$ cat config.mk
export PLATFORM = sky130hd
export DESIGN_NAME = mrs_sequencer
export DESIGN_NICKNAME = d
export VERILOG_FILES = /design/src/verilog/mrs_pkg.sv /design/src/verilog/mrs_sync.sv /design/src/verilog/mrs_blink.sv /design/src/verilog/mrs_sequencer.sv
export SDC_FILE = /design/constraint.sdc
export NUM_CORES = 1
export LEC_CHECK = 0
export CORE_UTILIZATION = 53
export DETAILED_ROUTE_END_ITERATION = 8
export DONT_BUFFER_PORTS = 1
export GPL_TIMING_DRIVEN = 0
export PLACE_DENSITY = 0.77
export SYNTH_ARGS = -nofsm -noshare
export SYNTH_HDL_FRONTEND = slang
export SYNTH_HIERARCHICAL = 1
export SYNTH_SLANG_ARGS = --single-unit
export TNS_END_PERCENT = 100
$ cat constraint.sdc
create_clock -name clock -period 2.3 [get_ports clock]
set_input_delay 0.115 -clock clock [delete_from_list [all_inputs] [get_ports clock]]
set_output_delay 0.115 -clock clock [all_outputs]
set_load 0.01 [all_outputs]
$ cat src/verilog/mrs_pkg.sv
// Constants and types for the keyswitch memory reset sequencer
package mrs_pkg;

    // ------------------------------------------------------------
    // Timing
    // ------------------------------------------------------------
    localparam int CLOCK_KHZ       = 10_000;
    localparam int TICK_MS         = 250;
    localparam int TICK_CYCLES_DEF = TICK_MS * CLOCK_KHZ;
    localparam int DIV_W           = 22;
    localparam int ONE_SEC_MS      = 1000;
    localparam int ONE_SEC_TICKS   = ONE_SEC_MS / TICK_MS;
    localparam int RESET_BLINK_S   = 3;
    localparam int RESET_TICKS     = RESET_BLINK_S * ONE_SEC_TICKS;
    localparam int ARM_WINDOW_S    = 3;
    localparam int ARM_TICKS       = ARM_WINDOW_S * ONE_SEC_TICKS;
    localparam int FAST_HALF_MS    = 250;
    localparam int FAST_HALF_TICKS = FAST_HALF_MS / TICK_MS;
    localparam int SLOW_HALF_MS    = 1000;
    localparam int SLOW_HALF_TICKS = SLOW_HALF_MS / TICK_MS;
    localparam int TCNT_W          = 5;

    // ------------------------------------------------------------
    // Keyswitch codes
    // ------------------------------------------------------------
    localparam logic [1:0] KEY_STOP  = 2'h0;
    localparam logic [1:0] KEY_RUN   = 2'h1;
    localparam logic [1:0] KEY_RUN_P = 2'h2;
    localparam logic [1:0] KEY_WIPE  = 2'h3;

    // ------------------------------------------------------------
    // Register map (byte addresses)
    // ------------------------------------------------------------
    localparam logic [4:0] REG_CTRL       = 5'h00;
    localparam logic [4:0] REG_STATUS     = 5'h04;
    localparam logic [4:0] REG_IRQ_STATUS = 5'h08;
    localparam logic [4:0] REG_IRQ_MASK   = 5'h0C;
    localparam logic [4:0] REG_NODE       = 5'h10;
    localparam logic [4:0] REG_UTIL       = 5'h14;

    localparam int CTRL_REQ_BIT  = 0;
    localparam int CTRL_HOLD_BIT = 1;
    localparam int NODE_ADDR_LSB = 0;
    localparam int NODE_HIGH_LSB = 8;
    localparam int ST_REQ_BIT    = 4;
    localparam int ST_CARD_BIT   = 5;
    localparam int ST_OFFL_BIT   = 6;
    localparam int ST_KEY_LSB    = 8;

    localparam int IRQ_RESET_DONE = 0;
    localparam int IRQ_RESTART    = 1;
    localparam int IRQ_REQUEST    = 2;
    localparam int IRQ_ABANDON    = 3;
    localparam int IRQ_W          = 4;

    localparam logic [1:0]       HOLD_RST     = 2'h0;
    localparam logic [IRQ_W-1:0] IRQ_MASK_RST = 4'h0;
    localparam logic [6:0]       NODE_ADDR_RST = 7'h02;
    localparam logic [6:0]       NODE_HIGH_RST = 7'h0F;
    localparam logic [7:0]       UTIL_RST     = 8'h00;

    // ------------------------------------------------------------
    // Types
    // ------------------------------------------------------------
    typedef enum logic [1:0] {LED_OFF, LED_ON, LED_FAST, LED_SLOW} mrs_led_t;

    typedef enum logic [2:0] {
        MODE_STOP, MODE_STARTUP, MODE_RUN, MODE_RUN_P, MODE_HOLD, MODE_MRESET
    } mrs_mode_t;

endpackage

$ cat src/verilog/mrs_sync.sv
// Two flip-flop synchroniser for pin inputs
`timescale 1ns/100ps
`default_nettype none
module mrs_sync #(
    parameter int W = 1
) (
    input  wire logic         clock,
    input  wire logic         reset_n,
    input  wire logic [W-1:0] din,
    output logic      [W-1:0] dout
);
    logic [W-1:0] meta;

    always_ff @(posedge clock or negedge reset_n) begin
        if (!reset_n) begin
            meta <= '0;
            dout <= '0;
        end else begin
            meta <= din;
            dout <= meta;
        end
    end
endmodule
`default_nettype wire

$ cat src/verilog/mrs_blink.sv
// Quarter-second tick divider and stop indicator pattern generator
`timescale 1ns/100ps
`default_nettype none
module mrs_blink
    import mrs_pkg::*;
#(
    parameter int TICK_CYCLES = TICK_CYCLES_DEF
) (
    input  wire logic     clock,
    input  wire logic     reset_n,
    input  wire mrs_led_t led_mode,
    output logic          tick,
    output logic          led
);
    logic [DIV_W-1:0]  div;
    logic [TCNT_W-1:0] half;
    mrs_led_t          mode_q;
    logic [TCNT_W-1:0] half_len;

    // Phase restarts whenever the pattern changes, but the tick divider runs on, so the
    // first half period of a blink can be up to one tick short.
    always_ff @(posedge clock or negedge reset_n) begin
        if (!reset_n) begin
            div  <= '0;
            tick <= 1'b0;
        end else begin
            tick <= (div == DIV_W'(TICK_CYCLES - 1));
            div  <= (div == DIV_W'(TICK_CYCLES - 1)) ? '0 : div + 1'b1;
        end
    end

    assign half_len = (led_mode == LED_SLOW) ? TCNT_W'(SLOW_HALF_TICKS)
                                             : TCNT_W'(FAST_HALF_TICKS);

    always_ff @(posedge clock or negedge reset_n) begin
        if (!reset_n) begin
            mode_q <= LED_OFF;
            half   <= '0;
            led    <= 1'b0;
        end else begin
            mode_q <= led_mode;
            if (led_mode != mode_q) begin
                half <= '0;
                led  <= (led_mode != LED_OFF);
            end else if (led_mode == LED_ON) begin
                led <= 1'b1;
            end else if (led_mode == LED_OFF) begin
                led <= 1'b0;
            end else if (tick) begin
                if (half == half_len - 1'b1) begin
                    half <= '0;
                    led  <= ~led;
                end else begin
                    half <= half + 1'b1;
                end
            end
        end
    end
endmodule
`default_nettype wire

$ cat src/verilog/mrs_sequencer.sv
// Keyswitch operating mode and memory reset sequencer with Avalon-MM registers
//
// Overview of operation
// Power-up lights reset indicator, blinks stop 2 Hz for 3 s resetting, then steady.
// A pending reset request shows as 0.5 Hz stop blinking until reset.
// Key at stop with no request: stop mode, indicator steadily on.
// Stop to reset position held: off 1 s, on 1 s, off 1 s, then on.
// Then stop, reset position again within 3 s, stop: memory reset.
// Keyswitch memory reset blinks stop 2 Hz at least 3 s, then steady.
// With request pending, one move to reset position and back starts reset.
// Reset erases program, clears data except time, self-tests, loads defaults.
// No card: utilization 0; card present: copy card program and parameters.
// Diagnostic buffer, time of day and hours counter survive a reset.
// Port addresses come from card if inserted, else kept.
// Key straight from stop to a run position: cold restart.
// After held pattern, moving to run gives warm restart instead.
// Card inserted or removed while powered raises a reset request.
// Card changed while unpowered: automatic memory reset at power-up.
// Programming-device traffic allowed in run_p, run, stop, startup, hold.
// Missing second move within 3 s abandons sequence, memory kept.
//
// Design decisions made here: the register addresses and the Avalon-MM slave port.
`timescale 1ns/100ps
`default_nettype none
module mrs_sequencer
    import mrs_pkg::*;
#(
    parameter int TICK_CYCLES = TICK_CYCLES_DEF
) (
    input  wire logic        clock,
    input  wire logic        reset_n,
    // Avalon-MM slave
    input  wire logic [4:0]  address,
    input  wire logic        read,
    input  wire logic        write,
    input  wire logic [31:0] writedata,
    output logic      [31:0] readdata,
    output logic             waitrequest,
    output logic             irq,
    // Pins
    input  wire logic [1:0]  key_pos,
    input  wire logic        card_present,
    input  wire logic        card_changed_offline,
    // Card contents, same clock domain
    input  wire logic [6:0]  card_node_address,
    input  wire logic [6:0]  card_node_highest,
    input  wire logic [7:0]  card_util,
    // Indicators and actions
    output logic             stop_led,
    output logic             reset_indicator,
    output logic             comm_enable,
    output logic             cold_restart,
    output logic             warm_restart,
    output logic             mem_erase,
    output logic             mem_clear,
    output logic             hw_self_test,
    output logic             load_defaults,
    output logic             card_copy,
    output logic [6:0]       node_address,
    output logic [6:0]       node_highest
);
    // ------------------------------------------------------------
    // Pin synchronisation
    // ------------------------------------------------------------
    logic [2:0] pins_s;
    logic [1:0] key;
    logic       card_s;
    logic       card_q;
    logic       offline_s;

    // Key codes are not gray-adjacent: KEY_STOP and KEY_WIPE differ in both bits, and a one-cycle glitch
    // between positions is acted on at once, as the state machine has no dwell.
    mrs_sync #(.W(3)) u_sync (
        .clock   (clock),
        .reset_n (reset_n),
        .din     ({card_present, key_pos}),
        .dout    (pins_s)
    );
    mrs_sync #(.W(1)) u_sync_offl (
        .clock   (clock),
        .reset_n (reset_n),
        .din     (card_changed_offline),
        .dout    (offline_s)
    );
    assign key    = pins_s[1:0];
    assign card_s = pins_s[2];

    // ------------------------------------------------------------
    // Sequencer state machine
    // ------------------------------------------------------------
    typedef enum logic [3:0] {
        ST_PWRUP, ST_STOP, ST_PATTERN, ST_HELD, ST_ARMED, ST_SECOND,
        ST_REQ_WIPE, ST_MRESET, ST_STARTUP, ST_RUN, ST_HOLD
    } mrs_state_t;

    mrs_state_t        state;
    mrs_state_t        next_state;
    logic [TCNT_W-1:0] ticks;
    logic              tick;
    logic              warm_sel;
    logic              next_warm;
    logic              req_pending;
    logic              offline_seen;
    logic              hold_ctl;
    logic              abandon;
    logic              reset_done;
    logic              entering;
    mrs_led_t          led_mode;
    mrs_mode_t         mode;
    logic              key_run;

    assign key_run  = (key == KEY_RUN) || (key == KEY_RUN_P);
    assign entering = (next_state != state);

    always_comb begin
        next_state = state;
        next_warm  = warm_sel;
        abandon    = 1'b0;
        reset_done = 1'b0;
        unique case (state)
            ST_PWRUP: begin
                if (ticks >= TCNT_W'(RESET_TICKS)) begin
                    next_state = ST_STOP;
                    reset_done = 1'b1;
                end
            end
            ST_STOP: begin
                if (key == KEY_WIPE) begin
                    next_state = req_pending ? ST_REQ_WIPE : ST_PATTERN;
                end else if (key_run && !req_pending) begin
                    next_state = ST_STARTUP;
                    next_warm  = 1'b0;
                end
            end
            ST_PATTERN: begin
                if (key != KEY_WIPE) begin
                    next_state = ST_STOP;
                end else if (ticks >= TCNT_W'(3 * ONE_SEC_TICKS)) begin
                    next_state = ST_HELD;
                end
            end
            ST_HELD: begin
                if (key == KEY_STOP) begin
                    next_state = ST_ARMED;
                end else if (key_run) begin
                    next_state = ST_STARTUP;
                    next_warm  = 1'b1;
                end
            end
            ST_ARMED: begin
                if (key == KEY_WIPE) begin
                    next_state = ST_SECOND;
                end else if (key_run) begin
                    next_state = ST_STARTUP;
                    next_warm  = 1'b0;
                end else if (ticks >= TCNT_W'(ARM_TICKS)) begin
                    next_state = ST_STOP;
                    abandon    = 1'b1;
                end
            end
            ST_SECOND: begin
                if (key == KEY_STOP) begin
                    next_state = ST_MRESET;
                end
            end
            ST_REQ_WIPE: begin
                if (key == KEY_STOP) begin
                    next_state = ST_MRESET;
                end
            end
            ST_MRESET: begin
                // Tick phase is arbitrary on entry, one extra tick keeps the minimum
                if (ticks > TCNT_W'(RESET_TICKS)) begin
                    next_state = ST_STOP;
                    reset_done = 1'b1;
                end
            end
            ST_STARTUP: begin
                next_state = ST_RUN;
            end
            ST_RUN: begin
                if (!key_run) begin
                    next_state = ST_STOP;
                end else if (hold_ctl) begin
                    next_state = ST_HOLD;
                end
            end
            ST_HOLD: begin
                if (!key_run) begin
                    next_state = ST_STOP;
                end else if (!hold_ctl) begin
                    next_state = ST_RUN;
                end
            end
            default: begin
                next_state = ST_STOP;
            end
        endcase
    end

    always_ff @(posedge clock or negedge reset_n) begin
        if (!reset_n) begin
            state    <= ST_PWRUP;
            warm_sel <= 1'b0;
        end else begin
            state    <= next_state;
            warm_sel <= next_warm;
        end
    end

    // Time in state, counted in quarter seconds
    always_ff @(posedge clock or negedge reset_n) begin
        if (!reset_n) begin
            ticks <= '0;
        end else if (entering) begin
            ticks <= '0;
        end else if (tick && ticks != '1) begin
            ticks <= ticks + 1'b1;
        end
    end

    // ------------------------------------------------------------
    // Indicators
    // ------------------------------------------------------------
    always_comb begin
        led_mode = LED_ON;
        unique case (state)
            ST_PWRUP, ST_MRESET: led_mode = LED_FAST;
            ST_STOP:             led_mode = req_pending ? LED_SLOW : LED_ON;
            ST_REQ_WIPE:         led_mode = LED_SLOW;
            ST_PATTERN: begin
                if (ticks < TCNT_W'(ONE_SEC_TICKS) || ticks >= TCNT_W'(2 * ONE_SEC_TICKS)) begin
                    led_mode = LED_OFF;
                end
            end
            ST_STARTUP, ST_RUN, ST_HOLD: led_mode = LED_OFF;
            default:             led_mode = LED_ON;
        endcase
    end

    mrs_blink #(.TICK_CYCLES(TICK_CYCLES)) u_blink (
        .clock    (clock),
        .reset_n  (reset_n),
        .led_mode (led_mode),
        .tick     (tick),
        .led      (stop_led)
    );

    always_ff @(posedge clock or negedge reset_n) begin
        if (!reset_n) begin
            reset_indicator <= 1'b1;
        end else begin
            reset_indicator <= (next_state == ST_PWRUP);
        end
    end

    // ------------------------------------------------------------
    // Operating mode and programming-device access
    // ------------------------------------------------------------
    always_comb begin
        unique case (state)
            ST_STARTUP: mode = MODE_STARTUP;
            ST_RUN:     mode = (key == KEY_RUN_P) ? MODE_RUN_P : MODE_RUN;
            ST_HOLD:    mode = MODE_HOLD;
            ST_PWRUP, ST_MRESET: mode = MODE_MRESET;
            default:    mode = MODE_STOP;
        endcase
    end

    always_ff @(posedge clock or negedge reset_n) begin
        if (!reset_n) begin
            comm_enable <= 1'b0;
        end else begin
            comm_enable <= (mode != MODE_MRESET);
        end
    end

    // ------------------------------------------------------------
    // Memory reset actions and restarts
    // ------------------------------------------------------------
    logic        start_reset;
    logic        erase_armed;
    logic [7:0]  util;

    assign start_reset = entering && (next_state == ST_MRESET);

    always_ff @(posedge clock or negedge reset_n) begin
        if (!reset_n) begin
            mem_erase     <= 1'b0;
            erase_armed   <= 1'b1;
            mem_clear     <= 1'b0;
            hw_self_test  <= 1'b0;
            load_defaults <= 1'b0;
            card_copy     <= 1'b0;
            cold_restart  <= 1'b0;
            warm_restart  <= 1'b0;
        end else begin
            // Power-up reset is started by the first cycle out of reset
            erase_armed   <= 1'b0;
            mem_erase     <= start_reset || erase_armed;
            // Time of day, diagnostic buffer and hours counter are not in scope
            mem_clear     <= start_reset;
            hw_self_test  <= reset_done;
            load_defaults <= reset_done;
            card_copy     <= reset_done && card_s;
            cold_restart  <= entering && next_state == ST_STARTUP && !next_warm;
            warm_restart  <= entering && next_state == ST_STARTUP && next_warm;
        end
    end

    always_ff @(posedge clock or negedge reset_n) begin
        if (!reset_n) begin
            util         <= UTIL_RST;
            node_address <= NODE_ADDR_RST;
            node_highest <= NODE_HIGH_RST;
        end else if (reset_done) begin
            util <= card_s ? card_util : UTIL_RST;
            if (card_s) begin
                node_address <= card_node_address;
                node_highest <= card_node_highest;
            end
        end else if (write && !waitrequest && address == REG_NODE) begin
            node_address <= writedata[NODE_ADDR_LSB +: 7];
            node_highest <= writedata[NODE_HIGH_LSB +: 7];
        end
    end

    // ------------------------------------------------------------
    // Reset request tracking
    // ------------------------------------------------------------
    logic card_event;
    logic sw_req;

    assign card_event = (card_s != card_q);
    assign sw_req = write && !waitrequest && address == REG_CTRL && writedata[CTRL_REQ_BIT];

    always_ff @(posedge clock or negedge reset_n) begin
        if (!reset_n) begin
            card_q <= 1'b0;
        end else if (state == ST_PWRUP && ticks == '0) begin
            card_q <= card_s;
        end else begin
            card_q <= card_s;
        end
    end

    // A card change in the ST_MRESET completion cycle keeps the request
    always_ff @(posedge clock or negedge reset_n) begin
        if (!reset_n) begin
            req_pending <= 1'b0;
        end else if ((card_event && state != ST_PWRUP) || sw_req) begin
            req_pending <= 1'b1;
        end else if (reset_done) begin
            req_pending <= 1'b0;
        end
    end

    // Offline card change strap, caught after reset release
    always_ff @(posedge clock or negedge reset_n) begin
        if (!reset_n) begin
            offline_seen <= 1'b0;
        end else if (state == ST_PWRUP && offline_s) begin
            offline_seen <= 1'b1;
        end
    end

    // ------------------------------------------------------------
    // Avalon-MM slave, one wait state per access
    // ------------------------------------------------------------
    logic             ack;
    logic [IRQ_W-1:0] irq_status;
    logic [IRQ_W-1:0] irq_mask;
    logic [IRQ_W-1:0] irq_reported;
    logic [IRQ_W-1:0] irq_event;
    logic [31:0]      rd_mux;

    assign waitrequest = (read || write) && !ack;

    always_ff @(posedge clock or negedge reset_n) begin
        if (!reset_n) begin
            ack <= 1'b0;
        end else begin
            ack <= (read || write) && !ack;
        end
    end

    always_comb begin
        rd_mux = 32'h0000_0000;
        unique case (address)
            REG_CTRL:       rd_mux[CTRL_HOLD_BIT] = hold_ctl;
            REG_STATUS: begin
                rd_mux[2:0]             = 3'(mode);
                rd_mux[ST_REQ_BIT]      = req_pending;
                rd_mux[ST_CARD_BIT]     = card_s;
                rd_mux[ST_OFFL_BIT]     = offline_seen;
                rd_mux[ST_KEY_LSB +: 2] = key;
            end
            REG_IRQ_STATUS: rd_mux[IRQ_W-1:0] = irq_status;
            REG_IRQ_MASK:   rd_mux[IRQ_W-1:0] = irq_mask;
            REG_NODE: begin
                rd_mux[NODE_ADDR_LSB +: 7] = node_address;
                rd_mux[NODE_HIGH_LSB +: 7] = node_highest;
            end
            REG_UTIL:       rd_mux[7:0] = util;
            default:        rd_mux = 32'h0000_0000;
        endcase
    end

    always_ff @(posedge clock or negedge reset_n) begin
        if (!reset_n) begin
            readdata     <= 32'h0000_0000;
            irq_reported <= '0;
        end else if (read && !ack) begin
            readdata     <= rd_mux;
            irq_reported <= (address == REG_IRQ_STATUS) ? irq_status : '0;
        end
    end

    always_ff @(posedge clock or negedge reset_n) begin
        if (!reset_n) begin
            hold_ctl <= HOLD_RST[0];
            irq_mask <= IRQ_MASK_RST;
        end else if (write && ack) begin
            if (address == REG_CTRL) begin
                hold_ctl <= writedata[CTRL_HOLD_BIT];
            end
            if (address == REG_IRQ_MASK) begin
                irq_mask <= writedata[IRQ_W-1:0];
            end
        end
    end

    assign irq_event[IRQ_RESET_DONE] = reset_done;
    assign irq_event[IRQ_RESTART]    = entering && next_state == ST_STARTUP;
    assign irq_event[IRQ_REQUEST]    = card_event && state != ST_PWRUP;
    assign irq_event[IRQ_ABANDON]    = abandon;

    // Only bits shown to the reader are cleared; new events always win
    always_ff @(posedge clock or negedge reset_n) begin
        if (!reset_n) begin
            irq_status <= '0;
        end else begin
            if (read && ack && address == REG_IRQ_STATUS) begin
                irq_status <= (irq_status & ~irq_reported) | irq_event;
            end else begin
                irq_status <= irq_status | irq_event;
            end
        end
    end

    assign irq = |(irq_status & irq_mask);
endmodule
`default_nettype wire

Word level (Yosys, flattened, before mapping). Cells that the tools add are included.

Register bits: 112. Input port bits: 67. Output and inout bits: 58. Logic and storage cells: 197.

Add/sub/neg operators: 4. Magnitude comparators: 4. Equal/unequal tests: 33. Mux-type cells: 68. Bitwise gates (word level): 6. Reductions and logical operators: 49.

Operators by type and width (number): 4-bit 2-to-1 mux (17); 7-bit 2-to-1 mux (6); 5-bit 2-to-1 mux (8); 4-bit case mux with 10 select lines (1); 22-bit by 1-bit adder with 22-bit output, second input constant (1); 22-bit == test, second input constant (1); 22-bit 2-to-1 mux (1); 1-bit 2-to-1 mux (21); 4-bit by 3-bit == test with 1-bit output, second input constant (5); 1-bit logical AND (18); 4-bit == test, second input constant (4); 3-bit case mux with 4 select lines (1); 4-bit nonzero test (3); 5-bit by 1-bit adder with 5-bit output, second input constant (2); 5-bit by 4-bit == test with 1-bit output, second input constant (2); 5-bit == test, second input constant (2); 5-bit by 4-bit greater-or-equal comparator with 1-bit output, second input constant (2); 1-bit case mux with 5 select lines (2); 2-bit case mux with 5 select lines (1); 2-bit nonzero test (5); 3-bit case mux with 3 select lines (1); 4-bit AND (2); 4-bit by 2-bit == test with 1-bit output, second input constant (2); 4-bit zero test (2); other kinds (35) (54).

Depth between registers and ports, before layout. Gate-level depths: netlist of the first run.

Word-level depth: 13. Mapped depth: 10. Mapped depth without buffers: 8.

By module. The synthesis of the first run kept the hierarchy.

Modules (own cells, without submodules): mrs_sequencer (times used 1, cells an instance 393, area each 3950.0 µm², sequential area each 1810.5 µm²); mrs_blink (times used 1, cells an instance 153, area each 1562.7 µm², sequential area each 775.7 µm²); mrs_sync (u_sync) (times used 1, cells an instance 6, area each 150.1 µm², sequential area each 150.1 µm²); mrs_sync (u_sync_offl) (times used 1, cells an instance 2, area each 50.0 µm², sequential area each 50.0 µm²).

Least setup slack after synthesis of the first run. OpenSTA, ideal clock, no wires.

Path type: register to register. Start point: register state[2]. End point: register u_blink.led. Setup time: 0.094 ns. Data arrival time: 2.433 ns. Data required time: 2.206 ns. Path slack: -0.227 ns. Cell stages (with the launch flop): 10. Buffers on the path: 2. Clock period less this slack: 2.527 ns. Cells stage by stage: dfrtp_1 -> buf_6 -> buf_4 -> or2_2 -> a21o_1 -> a21oi_1 -> a211oi_1 -> o211ai_1 -> mux2_2 -> a211oi_1.

Cells in the longest elaborated chain, start to end: 9. Elaborated cells on any way between the ends: 25. Classes of those cells: 1 x add/sub; 11 x eq/ne; 5 x mux; 8 x reduce/logical.

RTL lines: start: declaration (RTL line mrs_sequencer.sv:96) `mrs_state_t state;`; start signal: assignment (RTL line mrs_sequencer.sv:206) `state <= next_state;`; 4-bit == test (tied with other cells) (RTL line mrs_sequencer.sv:227) `unique case (state)`; 3-bit OR reduction or 2-bit OR reduction (tied branches) (RTL line mrs_sequencer.sv:227); 2-bit case mux with 5 select lines (*) (RTL line mrs_sequencer.sv:227); net led_mode[1] (RTL line mrs_sequencer.sv:108) `mrs_led_t led_mode;`; 2-bit == test (RTL line mrs_blink.sv:32) `assign half_len = (led_mode == LED_SLOW) ? TCNT_W'(SLOW_HALF_TICKS)`; 3-bit 2-to-1 mux (RTL line mrs_blink.sv:32); 5-bit by 1-bit subtractor with 5-bit output (RTL line mrs_blink.sv:50) `if (half == half_len - 1'b1) begin`; 5-bit == test (RTL line mrs_blink.sv:50); 4-bit nonzero test (no source line); 2-bit AND reduction (no source line); end signal: assignment (RTL line mrs_blink.sv:44) `led <= (led_mode != LED_OFF);`; end signal: assignment (RTL line mrs_blink.sv:52) `led <= ~led;`; end: declaration (RTL line mrs_blink.sv:13) `output logic led`.

The timed path passes the listed nets; every way through them passes the cells marked *. A chain may end at the register's enable or synchronous reset.

Worst setup path in the final report of the first run.
Start point: register u_sync.dout[0]. End point: register ticks[3].

Cells in the longest elaborated chain, start to end: 8. Elaborated cells on any way between the ends: 21. Classes of those cells: 5 x eq/ne; 12 x mux; 4 x reduce/logical.

RTL lines: start: declaration (RTL line mrs_sync.sv:10) `output logic [W-1:0] dout`; start signal: assignment (RTL line mrs_sync.sv:20) `dout <= meta;`; 2-bit by 1-bit == test with 1-bit output or 2-bit == test (tied branches) (RTL line mrs_sequencer.sv:112) `assign key_run = (key == KEY_RUN) || (key == KEY_RUN_P);`; 1-bit logical OR (RTL line mrs_sequencer.sv:112); 1-bit logical AND (RTL line mrs_sequencer.sv:130) `end else if (key_run && !req_pending) begin`; 4-bit 2-to-1 mux (RTL line mrs_sequencer.sv:130); 4-bit 2-to-1 mux (RTL line mrs_sequencer.sv:128) `if (key == KEY_WIPE) begin`; 4-bit case mux with 10 select lines (*) (RTL line mrs_sequencer.sv:120) `unique case (state)`; 4-bit inequality test (*) (RTL line mrs_sequencer.sv:113) `assign entering = (next_state != state);`; 5-bit 2-to-1 mux or 2-bit nonzero test (tied branches); end signal: assignment (RTL line mrs_sequencer.sv:218) `ticks <= ticks + 1'b1;`; end: declaration (RTL line mrs_sequencer.sv:98) `logic [TCNT_W-1:0] ticks;`.

Every way passes the cells marked *; elsewhere a longest branch is shown, timed or not.

==> summary.md, run 1 <==
| Metric | Value |
|---|---|
| Gr ovfl total | `0` |
| Endpoints failing setup | `4` |
| Worst EP required | `roughly 2.6 ns` |
| Leakage power | `0.00313 µW` |
| Chip width | `about 110 µm` |
| Synth area leaders | `dfrtp_1, mux2_2, nand2_1` |
| Sink Count | `around 110` |
| Maximum clock rate | `between 400 and 500 MHz` |
| Initial DRT Pass Iterations | `5` |
| Worst r2r dst | `ticks[3]$_DFFE_PN0P_` |
| H-tree levels | `3` |
| Most common cell after layout, fill and taps aside | `dfrtp_1` |
| CORE AREA | `between 10,000 and 15,000 µm²` |
| Die area | `around 11,000 µm²` |
| Vias in the first global route | `4,621` |
| CTS tree | `done` |
| Filler cell count in the final layout | `about 800` |
| Hold Vio Cnt, Final | `between 100 and 150` |
| Register-to-register path setup slack | `-0.02 ns` |
| Max IR drop VDD | `577 µV` |
| Synth Register Bits | `111` |
| Hold Crit Class | `input port to asynchronous set/reset pin` |
| Maximum clock path buffer count | `2` |
| Clock Pin Slew Worst Setup and Hold Paths | `~0.11 ns` |
| Period utilization | `1.01` |
| Setup crit end kind | `flop` |
| Commonest cells after routing, fill and taps aside | `dfrtp_1, nand2_1, buf_4, mux2_2, o21ai_0` |
| Ant diodes | `0` |
| Via count | `between 4,000 and 5,000` |
| Crit Path Class | `flop to flop` |
| Fin. max-slew vios | `0` |
| Syn. warnings | `6` |
| Layout cells sized above 1 | `0.253` |
| Headroom to the max-slew limit | `0.347` |
| Non-filler instance count after layout | `between 700 and 800` |
| Vert. Die Dim | `roughly 110 µm` |
| Yosys cell types | `between 60 and 70` |
| Gpl congestion | `between 0.8 and 0.9` |
| Post-synth top area share | `0.456` |
| Initial antenna violation count | `0` |
| First-pass GRT wire length | `22.9 mm` |
| DRC | `0` |
| Min cycle time layout | `roughly 2.3 ns` |
| PwrDens | `about 540 nW/µm²` |
| Critical Path Source Type | `flop` |
| Ports | `around 130` |
| Largest area contributor in the netlist | `dfrtp_1` |
| Area growth syn-to-layout | `20.4%` |
| Crit-path max FO | `5` |
| Final core occ | `0.663` |
| Slew @ Worst Pin | `0.966 ns` |
| Mapped cell area | `5710 µm²` |
| Site Rows | `37` |
| Placed insts | `roughly 710` |
| Status | `complete, but fails checks` |
| Data arrival time of the critical path | `between 2 and 3 ns` |
| Routed wire length | `14.4 mm` |
| Total CTS buffers | `9` |
| Asr flop ratio synth | `1.00` |
| Number of synthesized flops with an enable pin | `0` |
| Initial Utilization | `0.551` |
| Total Routing Usage GR | `0.261` |
| Port Buffers | `0` |
| Nets | `711` |
| HPWL after detailed placement | `9.42 mm` |
| RSZ-0062 raised after global routing | `yes` |
| Syn_area_per_cell | `between 10 and 15 µm²` |
| Vias per cell | `roughly 6` |
| Post-Place Worst Slack | `-0.363 ns` |
| Sequential area share after synthesis | `0.488` |
| Final Hold Slack | `-0.590 ns` |
| CTS Root Cell | `clkbuf_8` |
| Main synth FF type | `dfrtp_1` |
| Setup Skew | `0.0183 ns` |
| Violated checks | `hold timing, setup timing` |
| Max-Cap Viols | `0` |
| Largest net degree at the start of global routing | `between 100 and 150` |
| Wire per inst | `between 15 and 20 µm` |
| Antenna viol nets, final | `0` |
| Clk_lat worst skew | `~0.38 ns` |
| Post-Syn Instances | `between 500 and 600` |
| DR iter-0 viols | `about 360` |
| Worst setup margin | `-0.0213 ns` |
| Worst r2r src | `u_sync/dout[0]$_DFF_PN0_` |
| Reg2Reg Depth | `8` |
[stage by stage]
| step | cell area, µm² | hold slack [ns] | power (µW) | TNS (ns) |
|---|---|---|---|---|
| after floorplan | 5830 | -0.181 | 2300 | 0 |
| after detailed placement | 6000 | -0.175 | 2360 | -8.71 |
| final | 6880 | -0.590 | 3720 | -0.0517 |
| after global placement | 6000 | -0.174 | 2350 | -6.57 |
| after CTS | 6780 | -0.600 | 3730 | -0.196 |
| after global routing | 6880 | -0.607 | 3830 | -0.467 |
[per-layer routing]
layer,vias to the layer above,GRT usage,wire length (µm)
li1,2103,-,-
met1,2310,0.325,5820
met2,213,0.443,7320
met3,29,0.0680,1050
met4,0,0.0794,250
met5,-,0,0
[sequential cells by signal, indices dropped and copies added, names as in the netlist, 2 cells and up]
name	count
ticks	5
irq_reported	4
irq_status	4
util	8
u_blink/div	22
u_blink/mode_q	2
irq_mask	4
u_sync/meta	3
u_sync/dout	3
state	4
u_blink/half	5
readdata	15
node_highest	7
node_address	7
[cell usage after synthesis, drive strengths merged, types with 3 or more instances]
master  instances
or3             3
dfrtp         104
nand4          11
a21o            5
o211ai          4
a21oi          15
nor4            9
nor2           33
dfstp           7
nand3          29
nand2          54
inv            24
a22oi           8
nor4b           5
ha              8
mux2i           6
a31oi           3
buf            31
and3            8
xor2           10
o31ai           4
and2            5
nor3            5
mux2           43
xnor2          13
a211oi          5
nor2b          11
a221oi          3
nand2b         11
o21ai          34
or2             3
clkbuf         10
and4            4
[cell families (layout without fill, tap and decap cells)]
| family | after synthesis | after routing | share of synthesized area |
|---|---|---|---|
| simple gates | 199 | 199 | 0.183 |
| buf+inv | 65 | 135 | 0.0620 |
| fa+ha+maj | 8 | 8 | 0.0175 |
| other cells | 1 | 18 | 0.000656 |
| flops | 111 | 111 | 0.488 |
| mux | 50 | 50 | 0.0992 |
| xor+xnor | 23 | 23 | 0.0366 |
| compound gates | 97 | 97 | 0.113 |
[timing repair]
item                                    4_1_cts  5_1_grt
hold buffers                                 28        1
buffers inserted                             20        6
endpoints found under the setup margin       35       29
hold endpoints to repair                    137      112
resized for setup                            25       13
pin swaps                                    20       15
cloned                                        1        0
[layout make-up]
class | instances | area [µm²] | area share
Multi-Input combinational cell | 395 | 2840 | 0.412
Sequential cell | 111 | 2790 | 0.405
Timing Repair Buffer | 56 | 500 | 0.0727
Buffer | 39 | 269 | 0.0391
Tap cell | 136 | 170 | 0.0247
Clock buffer | 9 | 124 | 0.0180
Clock inverter | 7 | 104 | 0.0151
Inverter | 24 | 90.1 | 0.0131
[critical path: stages, from the launching register on]
cell,delay (ns)
dfrtp_1,0.41
inv_2,0.08
ha_4,0.22
or4bb_1,0.50
o211ai_1,0.23
a222oi_1,0.18
xor2_1,0.20
nand2_2,0.13
nor4_2,0.27
[where the power goes]
part | internal (µW) | switching, µW | total [µW]
clock network | 629 | 699 | 1330
registers | 2030 | 85.8 | 2120
logic | 152 | 127 | 279
[how the worst max path moves through the flow]
stage | start | to | cells after the start
2_1_floorplan | state[3]$_DFF_PN0_ | u_blink/led$_DFFE_PN0P_ | 9
3_3_place_gp | state[0]$_DFF_PN0_ | u_blink/half[4]$_DFFE_PN0P_ | 10
3_5_place_dp | state[0]$_DFF_PN0_ | node_address[4]$_DFFE_PN0P_ | 6
4_1_cts | u_sync/dout[1]$_DFF_PN0_ | ticks[1]$_DFFE_PN0P_ | 9
5_1_grt | u_sync/dout[0]$_DFF_PN0_ | ticks[0]$_DFFE_PN0P_ | 8
6_report | u_sync/dout[0]$_DFF_PN0_ | ticks[3]$_DFFE_PN0P_ | 8
No activity file was read; power rests on OpenSTA's default activity.
==> run 2, diff against run 1 <==
--- a/config.mk
+++ b/config.mk
@@ -5,6 +5,7 @@
 export SDC_FILE = /design/constraint.sdc
 export NUM_CORES = 1
 export LEC_CHECK = 0
+export ABC_AREA = 1
 export CORE_UTILIZATION = 53
 export DETAILED_ROUTE_END_ITERATION = 8
 export DONT_BUFFER_PORTS = 1
==> summary.md, run 2 <==
| Metric | Value |
|---|---|
| Wire per inst | `15.2 µm (was 18.6 µm)` |
| Initial DRT Pass Iterations | `7 (was 5)` |
| Design area | `6970 µm² (was 6880 µm²)` |
| Max IR drop VDD | `469 µV (was 577 µV)` |
| Slew @ Worst Pin | `0.538 ns (was 0.966 ns)` |
| Clk_lat worst skew | `0.39 ns (was 0.38 ns)` |
| Headroom to the max-slew limit | `0.640 (was 0.347)` |
| Hold Buf Count CTS | `44 (was 28)` |
| Ports | `125 (unchanged)` |
| Slowest-stage cell, CP | `dfrtp_1 (was or4bb_1)` |
| Max reg flops | `22 (unchanged)` |
| Synth area leaders | `dfrtp_1, nand2_1, nor2_1 (was dfrtp_1, mux2_2, nand2_1)` |
| Crit-path max FO | `10 (was 5)` |
| Setup Skew | `0.0185 ns (was 0.0183 ns)` |
| Die area | `11,700 µm² (was 11,200 µm²)` |
| Syn. warnings | `6 (unchanged)` |
| Vias per cell | `5.48 (was 5.99)` |
| PwrDens | `516 nW/µm² (was 541 nW/µm²)` |
| Commonest cells after routing, fill and taps aside | `nand2_1, dfrtp_1, nor2_1, inv_1, dlygate4sd3_1 (was dfrtp_1, nand2_1, buf_4, mux2_2, o21ai_0)` |
| Leakage power | `0.00343 µW (was 0.00313 µW)` |
| Total Routing Usage GR | `0.262 (was 0.261)` |
| Worst EP required | `2.58 ns (was 2.59 ns)` |
| Initial antenna violation count | `0 (unchanged)` |
| Hold Crit Class | `input port to asynchronous set/reset pin (unchanged)` |
| CTS tree | `done (unchanged)` |
| DRC | `0 (unchanged)` |
| HPWL after detailed placement | `10.3 mm (was 9.42 mm)` |
| Clock Pin Slew Worst Setup and Hold Paths | `0.11 ns (about the same)` |
| DP Area | `6210 µm² (was 6000 µm²)` |
| Hold Vio Cnt, Final | `111 (unchanged)` |
| Final Hold Slack | `-0.598 ns (was -0.590 ns)` |
| Fin. max-slew vios | `0 (unchanged)` |
| Syn_area_per_cell | `7.88 µm² (was 10.3 µm²)` |
| Number of synthesized flops with an enable pin | `0 (unchanged)` |
| Post-synth top area share | `0.436 (was 0.456)` |
| Maximum clock path buffer count | `2 (unchanged)` |
| Sink Count | `111 (unchanged)` |
| Sequential area share after synthesis | `0.467 (was 0.488)` |
| Vias in the first global route | `4,988 (was 4,621)` |
| Port Buffers | `0 (unchanged)` |
| DR iter-0 viols | `434 (was 358)` |
| Gpl congestion | `0.967 (was 0.886)` |
| Area growth syn-to-layout | `16.8% (was 20.4%)` |
| H-tree levels | `3 (unchanged)` |
| Gr ovfl total | `0 (unchanged)` |
| Asr flop ratio synth | `1.00 (unchanged)` |
| Largest regs | `u_blink/div x22, readdata x15, util x8 (unchanged)` |
| Buf/Inv on CP | `4 (was 1)` |
| Period utilization | `0.946 (was 1.01)` |
| Critical Path Source Type | `flop (unchanged)` |
| Delay-heaviest family, CP | `simple AND/OR/NAND/NOR gates (unchanged)` |
| CP Cell Sequence | `buf_6 -> clkinvlp_4 -> nand2_4 -> nor2_2 -> nor2_4 -> inv_1 -> a21oi_2 -> o21ai_4 -> nand2_1 -> clkinv_1 -> nor2_4 -> nor2_8 -> nand2_2 -> nand2_4 -> nand2_1 -> o21ai_1 (was inv_2 -> ha_4 -> or4bb_1 -> o211ai_1 -> a222oi_1 -> xor2_1 -> nand2_2 -> nor4_2)` |
| Total CTS buffers | `9 (unchanged)` |
| Data arrival time of the critical path | `2.46 ns (was 2.61 ns)` |
| Max-Cap Viols | `0 (unchanged)` |
| Largest area contributor in the netlist | `dfrtp_1 (unchanged)` |
| Yosys cell types | `40 (was 65)` |
| Most common library cells after synthesis | `nand2_1, dfrtp_1, nor2_1 (was dfrtp_1, nand2_1, mux2_2)` |
| CTS Root Cell | `clkbuf_8 (unchanged)` |
| Endpoints failing setup | `0 (was 4)` |
| Chip width | `108 µm (was 106 µm)` |
| Most frequent cell after synthesis | `nand2_1 (was dfrtp_1)` |
| Initial Utilization | `0.548 (was 0.551)` |
| Synth Register Bits | `111 (unchanged)` |
| Antenna viol nets, final | `0 (unchanged)` |
| Crit Path Class | `flop to flop (unchanged)` |
| Maximum clock rate | `459 MHz (was 431 MHz)` |
| CORE AREA | `10,900 µm² (was 10,400 µm²)` |
| Setup TNS | `0 ns (was -0.0517 ns)` |
| Most common cell after layout, fill and taps aside | `nand2_1 (was dfrtp_1)` |
| Via count | `5,395 (was 4,655)` |
| Setup crit end kind | `flop (unchanged)` |
| Vert. Die Dim | `108 µm (was 106 µm)` |
| Nets | `914 (was 711)` |
| Biggest register | `u_blink/div (unchanged)` |
| Mapped cell area | `5970 µm² (was 5710 µm²)` |
| Status | `complete, but fails checks (unchanged)` |
| Largest net degree at the start of global routing | `112 (unchanged)` |
| CP peak stage delay | `0.35 ns (was 0.50 ns)` |
| Layout cells sized above 1 | `0.148 (was 0.253)` |
| First-pass GRT wire length | `23.7 mm (was 22.9 mm)` |
| Post-Syn Instances | `758 (was 554)` |
| Violated checks | `hold timing (was hold timing, setup timing)` |
| Site Rows | `38 (was 37)` |
| Min cycle time layout | `2.18 ns (was 2.32 ns)` |
| Routed wire length | `14.9 mm (was 14.4 mm)` |
| Main synth FF type | `dfrtp_1 (unchanged)` |
-- run 2: cell count changes in the layout (fill, tap and decap cells not counted), moves of 9 or more --
| cell | previous run | this run |
|---|---|---|
| dlygate4sd3_1 | 29 | 44 |
| nor2b_1 | 11 | 0 |
| inv_1 | 21 | 78 |
| xnor2_1 | 13 | 1 |
| nand3_1 | 29 | 42 |
| nor2_1 | 29 | 87 |
| nand2b_1 | 9 | 0 |
| a31oi_1 | 2 | 15 |
| mux2_2 | 41 | 1 |
| buf_4 | 46 | 27 |
| nand2_2 | 1 | 17 |
| nand2_1 | 53 | 207 |
-- run 2: where the power goes --
group | switching [µW] | leakage, µW | internal, µW
Combinational | 151 | 0.00195 | 141
Sequential | 131 | 0.00139 | 2060
Clock | 677 | 0.0000907 | 435
-- run 2: per-stage QoR --
stage / setup WS (ns) / std cells / util / hold WS (ns) / total power, µW
final: 0.124 / 985 / 0.640 / -0.598 / 3600
after global routing: -0.0302 / 984 / 0.640 / -0.608 / 3740
after CTS: 0.0138 / 975 / 0.628 / -0.606 / 3610
after detailed placement: -0.284 / 915 / 0.570 / -0.176 / 2430
after global placement: -0.259 / 915 / 0.570 / -0.176 / 2430
after floorplan: 0.218 / 775 / - / -0.181 / 2370
-- run 2: worst paths after layout --
path	cells past startpoint	slack (ns)	endpoint	startpoint
setup / recovery	16	0.12	u_blink/half[1]$_DFFE_PN0P_	state[2]$_DFF_PN0_
hold / removal	0	-0.60	hold_ctl$_DFFE_PN0P_	reset_n
setup reg to reg	16	0.12	u_blink/half[1]$_DFFE_PN0P_	state[2]$_DFF_PN0_
hold reg to reg	0	0.36	u_sync/dout[2]$_DFF_PN0_	u_sync/meta[2]$_DFF_PN0_
max in group asynchronous	0	2.67	node_highest[1]$_DFFE_PN1P_	reset_n
min in group clock	3	0.03	irq_status[3]$_DFF_PN0_	read
-- run 2: layer usage --
metal / vias to the layer above / global-route usage / part of all wire / routed length, µm
met5: - / 0 / 0 / 0
li1: 2542 / - / - / -
met3: 48 / 0.0476 / 0.074 / 1110
met1: 2527 / 0.355 / 0.42 / 6230
met4: 0 / 0.109 / 0.030 / 455
met2: 278 / 0.415 / 0.48 / 7160
-- run 2: final cells by class --
| cell class | count | area (µm²) |
|---|---|---|
| clock buffer | 11 | 141 |
| sequential | 111 | 2790 |
| multi-input combinational | 543 | 2770 |
| antenna | 1 | 2.50 |
| timing repair buffer | 53 | 508 |
| buffer | 28 | 193 |
| tap | 140 | 175 |
| clock inverter | 5 | 38.8 |
| inverter | 93 | 353 |
| fill | 922 | 3920 |
-- run 2: cells by family (layout without fill, tap and decap cells) --
kind of cell | count (synthesis) | count (layout) | share of synthesized area
AND/OR/NAND/NOR | 415 | 415 | 0.315
buffers and inverters | 121 | 190 | 0.0908
multiplexers | 1 | 1 | 0.00189
flip-flops | 111 | 111 | 0.467
XOR/XNOR | 17 | 17 | 0.0249
adder cells (fa/ha/maj) | 8 | 8 | 0.0168
other | 1 | 19 | 0.000628
AO/OA/AOI/OAI | 84 | 84 | 0.0832
-- run 2: what timing repair did --
item                                   4_1_cts  5_1_grt
setup buffers                                0        9
pin swaps                                    0        4
endpoints found under the hold margin      148      111
setup endpoints to repair                    6       13
resized for setup                            4       14
==> run 3, diff against run 2 <==
--- a/config.mk
+++ b/config.mk
@@ -6,13 +6,13 @@
 export NUM_CORES = 1
 export LEC_CHECK = 0
 export ABC_AREA = 1
-export CORE_UTILIZATION = 53
+export CORE_UTILIZATION = 58
+export CTS_CLUSTER_SIZE = 28
 export DETAILED_ROUTE_END_ITERATION = 8
 export DONT_BUFFER_PORTS = 1
 export GPL_TIMING_DRIVEN = 0
-export PLACE_DENSITY = 0.77
+export PLACE_DENSITY = 0.82
 export SYNTH_ARGS = -nofsm -noshare
 export SYNTH_HDL_FRONTEND = slang
-export SYNTH_HIERARCHICAL = 1
 export SYNTH_SLANG_ARGS = --single-unit
 export TNS_END_PERCENT = 100
==> summary.md, run 3 <==
| Metric | Value |
|---|---|
| Status | `complete, but fails checks (unchanged)` |
| Violated checks | `hold timing (unchanged)` |
| Setup crit end kind | `flop (unchanged)` |
| Number of synthesized flops with an enable pin | `0 (unchanged)` |
| Syn_area_per_cell | `8.03 µm² (was 7.88 µm²)` |
| Reg2Reg Depth | `12 (was 16)` |
| Max-Cap Viols | `0 (unchanged)` |
| Data arrival time of the critical path | `2.47 ns (was 2.46 ns)` |
| Wire per inst | `15.8 µm (was 15.2 µm)` |
| Main synth FF type | `dfrtp_1 (unchanged)` |
| Setup TNS | `0 ns (unchanged)` |
| Sink Count | `111 (unchanged)` |
| Largest regs | `u_blink.div x22, readdata x15, util x8 (was u_blink/div x22, readdata x15, util x8)` |
| Worst Setup SP | `ticks[0]$_DFFE_PN0P_ (was state[2]$_DFF_PN0_)` |
| Antenna viol nets, final | `0 (unchanged)` |
| Worst EP required | `2.61 ns (was 2.58 ns)` |
| Max reg flops | `22 (unchanged)` |
| Maximum clock rate | `464 MHz (was 459 MHz)` |
| Ant diodes | `0 (was 1)` |
| Maximum clock path buffer count | `2 (unchanged)` |
| Initial Utilization | `0.596 (was 0.548)` |
| CORE AREA | `9730 µm² (was 10,900 µm²)` |
| Vias per cell | `5.50 (was 5.48)` |
| Synth Area in Compound Gates | `0.0919 (was 0.0832)` |
| CTS Root Cell | `clkbuf_8 (unchanged)` |
| Total CTS buffers | `9 (unchanged)` |
| Post-Place Worst Slack | `0.129 ns (was -0.284 ns)` |
| H-tree levels | `3 (unchanged)` |
| Clk_lat worst skew | `0.39 ns (about the same)` |
| Worst r2r dst | `node_highest[2]$_DFFE_PN1P_ (was u_blink/half[1]$_DFFE_PN0P_)` |
| Hold Crit Class | `input port to asynchronous set/reset pin (unchanged)` |
| Synth area leaders | `dfrtp_1, nand2_1, inv_1 (was dfrtp_1, nand2_1, nor2_1)` |
| Largest net degree at the start of global routing | `112 (unchanged)` |
| Ports | `125 (unchanged)` |
| Layout cells sized above 1 | `0.116 (was 0.148)` |
| DR iter-0 viols | `379 (was 434)` |
| Final core occ | `0.690 (was 0.640)` |
| Via count | `5,135 (was 5,395)` |
| Vert. Die Dim | `102 µm (was 108 µm)` |
| Crit Path Class | `flop to flop (unchanged)` |
| Post-Syn Instances | `722 (was 758)` |
| CTS tree | `done (unchanged)` |
| Main combinational cell family by area after synthesis | `simple AND/OR/NAND/NOR gates (unchanged)` |
| HPWL after detailed placement | `10.0 mm (was 10.3 mm)` |
| Period utilization | `0.936 (was 0.946)` |
| Leakage power | `0.00344 µW (was 0.00343 µW)` |
| Final Hold Slack | `-0.590 ns (was -0.598 ns)` |
| Total Routing Usage GR | `0.304 (was 0.262)` |
| Crit-path max FO | `10 (unchanged)` |
| Hold Buf Count CTS | `44 (unchanged)` |
| Total power | `3610 µW (was 3600 µW)` |
| Initial antenna violation count | `0 (unchanged)` |
| Slew @ Worst Pin | `0.693 ns (was 0.538 ns)` |
| Headroom to the max-slew limit | `0.536 (was 0.640)` |
| Fin. max-slew vios | `0 (unchanged)` |
| Die area | `10,400 µm² (was 11,700 µm²)` |
| Gr ovfl total | `0 (unchanged)` |
| First-pass GRT wire length | `24.0 mm (was 23.7 mm)` |
| Gpl congestion | `0.929 (was 0.967)` |
| Setup Skew | `0.0189 ns (was 0.0185 ns)` |
| Commonest cells after routing, fill and taps aside | `nand2_1, dfrtp_1, inv_1, nor2_1, dlygate4sd3_1 (was nand2_1, dfrtp_1, nor2_1, inv_1, dlygate4sd3_1)` |
| Largest area contributor in the netlist | `dfrtp_1 (unchanged)` |
| Yosys cell types | `45 (was 40)` |
| Post-Synth XOR/XNOR Area | `0.0348 (was 0.0249)` |
| Sequential area share after synthesis | `0.481 (was 0.467)` |
| Critical Path Source Type | `flop (unchanged)` |
| Most frequent cell after synthesis | `nand2_1 (unchanged)` |
| Worst setup margin | `0.146 ns (was 0.124 ns)` |
| Placed insts | `872 (was 915)` |
| Non-filler instance count after layout | `933 (was 985)` |
| Site Rows | `36 (was 38)` |
| Worst r2r src | `ticks[0]$_DFFE_PN0P_ (was state[2]$_DFF_PN0_)` |
| DRC | `0 (unchanged)` |
| Most common library cells after synthesis | `nand2_1, dfrtp_1, inv_1 (was nand2_1, dfrtp_1, nor2_1)` |
| Area growth syn-to-layout | `15.8% (was 16.8%)` |
| Post-synthesis simple-gate area fraction | `0.274 (was 0.315)` |
| Post-synth top area share | `0.449 (was 0.436)` |
| Most common cell after layout, fill and taps aside | `nand2_1 (unchanged)` |
| Filler cell count in the final layout | `753 (was 922)` |
| Register-to-register path setup slack | `0.15 ns (was 0.12 ns)` |
| Post-synthesis mux area share | `0 (was 0.00189)` |
| Initial DRT Pass Iterations | `5 (was 7)` |
| Clock Pin Slew Worst Setup and Hold Paths | `0.11 ns (about the same)` |
| Hold Vio Cnt, Final | `111 (unchanged)` |
| Biggest register | `u_blink.div (was u_blink/div)` |
| Mapped cell area | `5800 µm² (was 5970 µm²)` |
| Synth Area in Adders | `0.0173 (was 0.0168)` |
| Min cycle time layout | `2.15 ns (was 2.18 ns)` |
| Chip width | `102 µm (was 108 µm)` |
| Port Buffers | `0 (unchanged)` |
| PwrDens | `538 nW/µm² (was 516 nW/µm²)` |
| Max IR drop VDD | `631 µV (was 469 µV)` |
| RSZ-0062 raised after global routing | `no` |
| Vias in the first global route | `5,101 (was 4,988)` |
| Syn. warnings | `0 (was 6)` |
| Routed wire length | `14.7 mm (was 14.9 mm)` |
| Nets | `870 (was 914)` |
| Synth Register Bits | `111 (unchanged)` |
| Endpoints failing setup | `0 (unchanged)` |
| Asr flop ratio synth | `1.00 (unchanged)` |
[run 3: cell count changes after synthesis, moves of 5 or more]
| cell | previous run | this run |
|---|---|---|
| xnor2_1 | 1 | 6 |
| nand4_1 | 17 | 10 |
| nor2_1 | 90 | 59 |
| o31ai_1 | 1 | 7 |
| a31oi_1 | 15 | 1 |
| o21ai_2 | 0 | 6 |
| nor4_1 | 1 | 7 |
| nand2_2 | 17 | 5 |
| inv_2 | 11 | 5 |
| o21ai_0 | 33 | 39 |
| inv_1 | 79 | 95 |
| nor2_4 | 7 | 2 |
| nand2_1 | 207 | 202 |
[run 3: layout make-up]
cell class,instances,area [µm²],area share
Sequential cell,111,2790,0.415
Multi-Input combinational cell,498,2520,0.375
Timing Repair Buffer,46,455,0.0678
Inverter,101,382,0.0568
Buffer,28,205,0.0306
Tap cell,133,166,0.0248
Clock buffer,9,124,0.0185
Clock inverter,7,75.1,0.0112
[run 3: worst max path at each step]
stage	slack, ns	end
3_5_place_dp	0.13	ticks[4]$_DFFE_PN0P_
3_3_place_gp	0.17	ticks[0]$_DFFE_PN0P_
4_1_cts	0.03	node_highest[2]$_DFFE_PN1P_
6_report	0.15	node_highest[2]$_DFFE_PN1P_
5_1_grt	0.002	ticks[1]$_DFFE_PN0P_
2_1_floorplan	0.52	ticks[0]$_DFFE_PN0P_
[run 3: timing repair]
item	in CTS	in global routing
setup buffers	0	2
endpoints found under the setup margin	0	10
gates resized for setup	0	12
hold endpoints to repair	144	111
[run 3: kinds of logic after synthesis]
| logic type | count (synthesis) |
|---|---|
| AO/OA/AOI/OAI | 87 |
| XOR/XNOR | 23 |
| adder cells (fa/ha/maj) | 8 |
| buffers and inverters | 130 |
| flip-flops | 111 |
| other | 1 |
| AND/OR/NAND/NOR | 362 |
[run 3: where the power goes]
part / switching (µW) / leakage, µW / internal (µW)
sequential: 105 / 0.00140 / 2050
clock: 732 / 0.0000959 / 424
combinational: 170 / 0.00194 / 135
total: 1010 / 0.00344 / 2600
[run 3: metrics by stage]
| step | instance area [µm²] | hold slack (ns) |
|---|---|---|
| 2_1_floorplan | 5860 | -0.181 |
| 3_3_place_gp | 6030 | -0.178 |
| 6_report | 6710 | -0.590 |
| 3_5_place_dp | 6030 | -0.179 |
| 5_1_grt | 6710 | -0.617 |
| 4_1_cts | 6670 | -0.607 |
[run 3: critical path: stages (launching register included)]
cell	delay, ns
dfrtp_1	0.39
inv_1	0.08
ha_1	0.19
nand3b_1	0.18
nand2_2	0.09
nand2_4	0.06
nand2_8	0.10
buf_6	0.15
nand2_1	0.07
nand2_1	0.07
dlygate4sd3_1	0.54
nand2_1	0.05
o21ai_0	0.10
[run 3: metal layers]
metal | global-route usage | routed length [µm]
met1 | 0.383 | 5930
met2 | 0.509 | 7130
met3 | 0.0663 | 1220
met4 | 0.125 | 472
met5 | 0 | 0
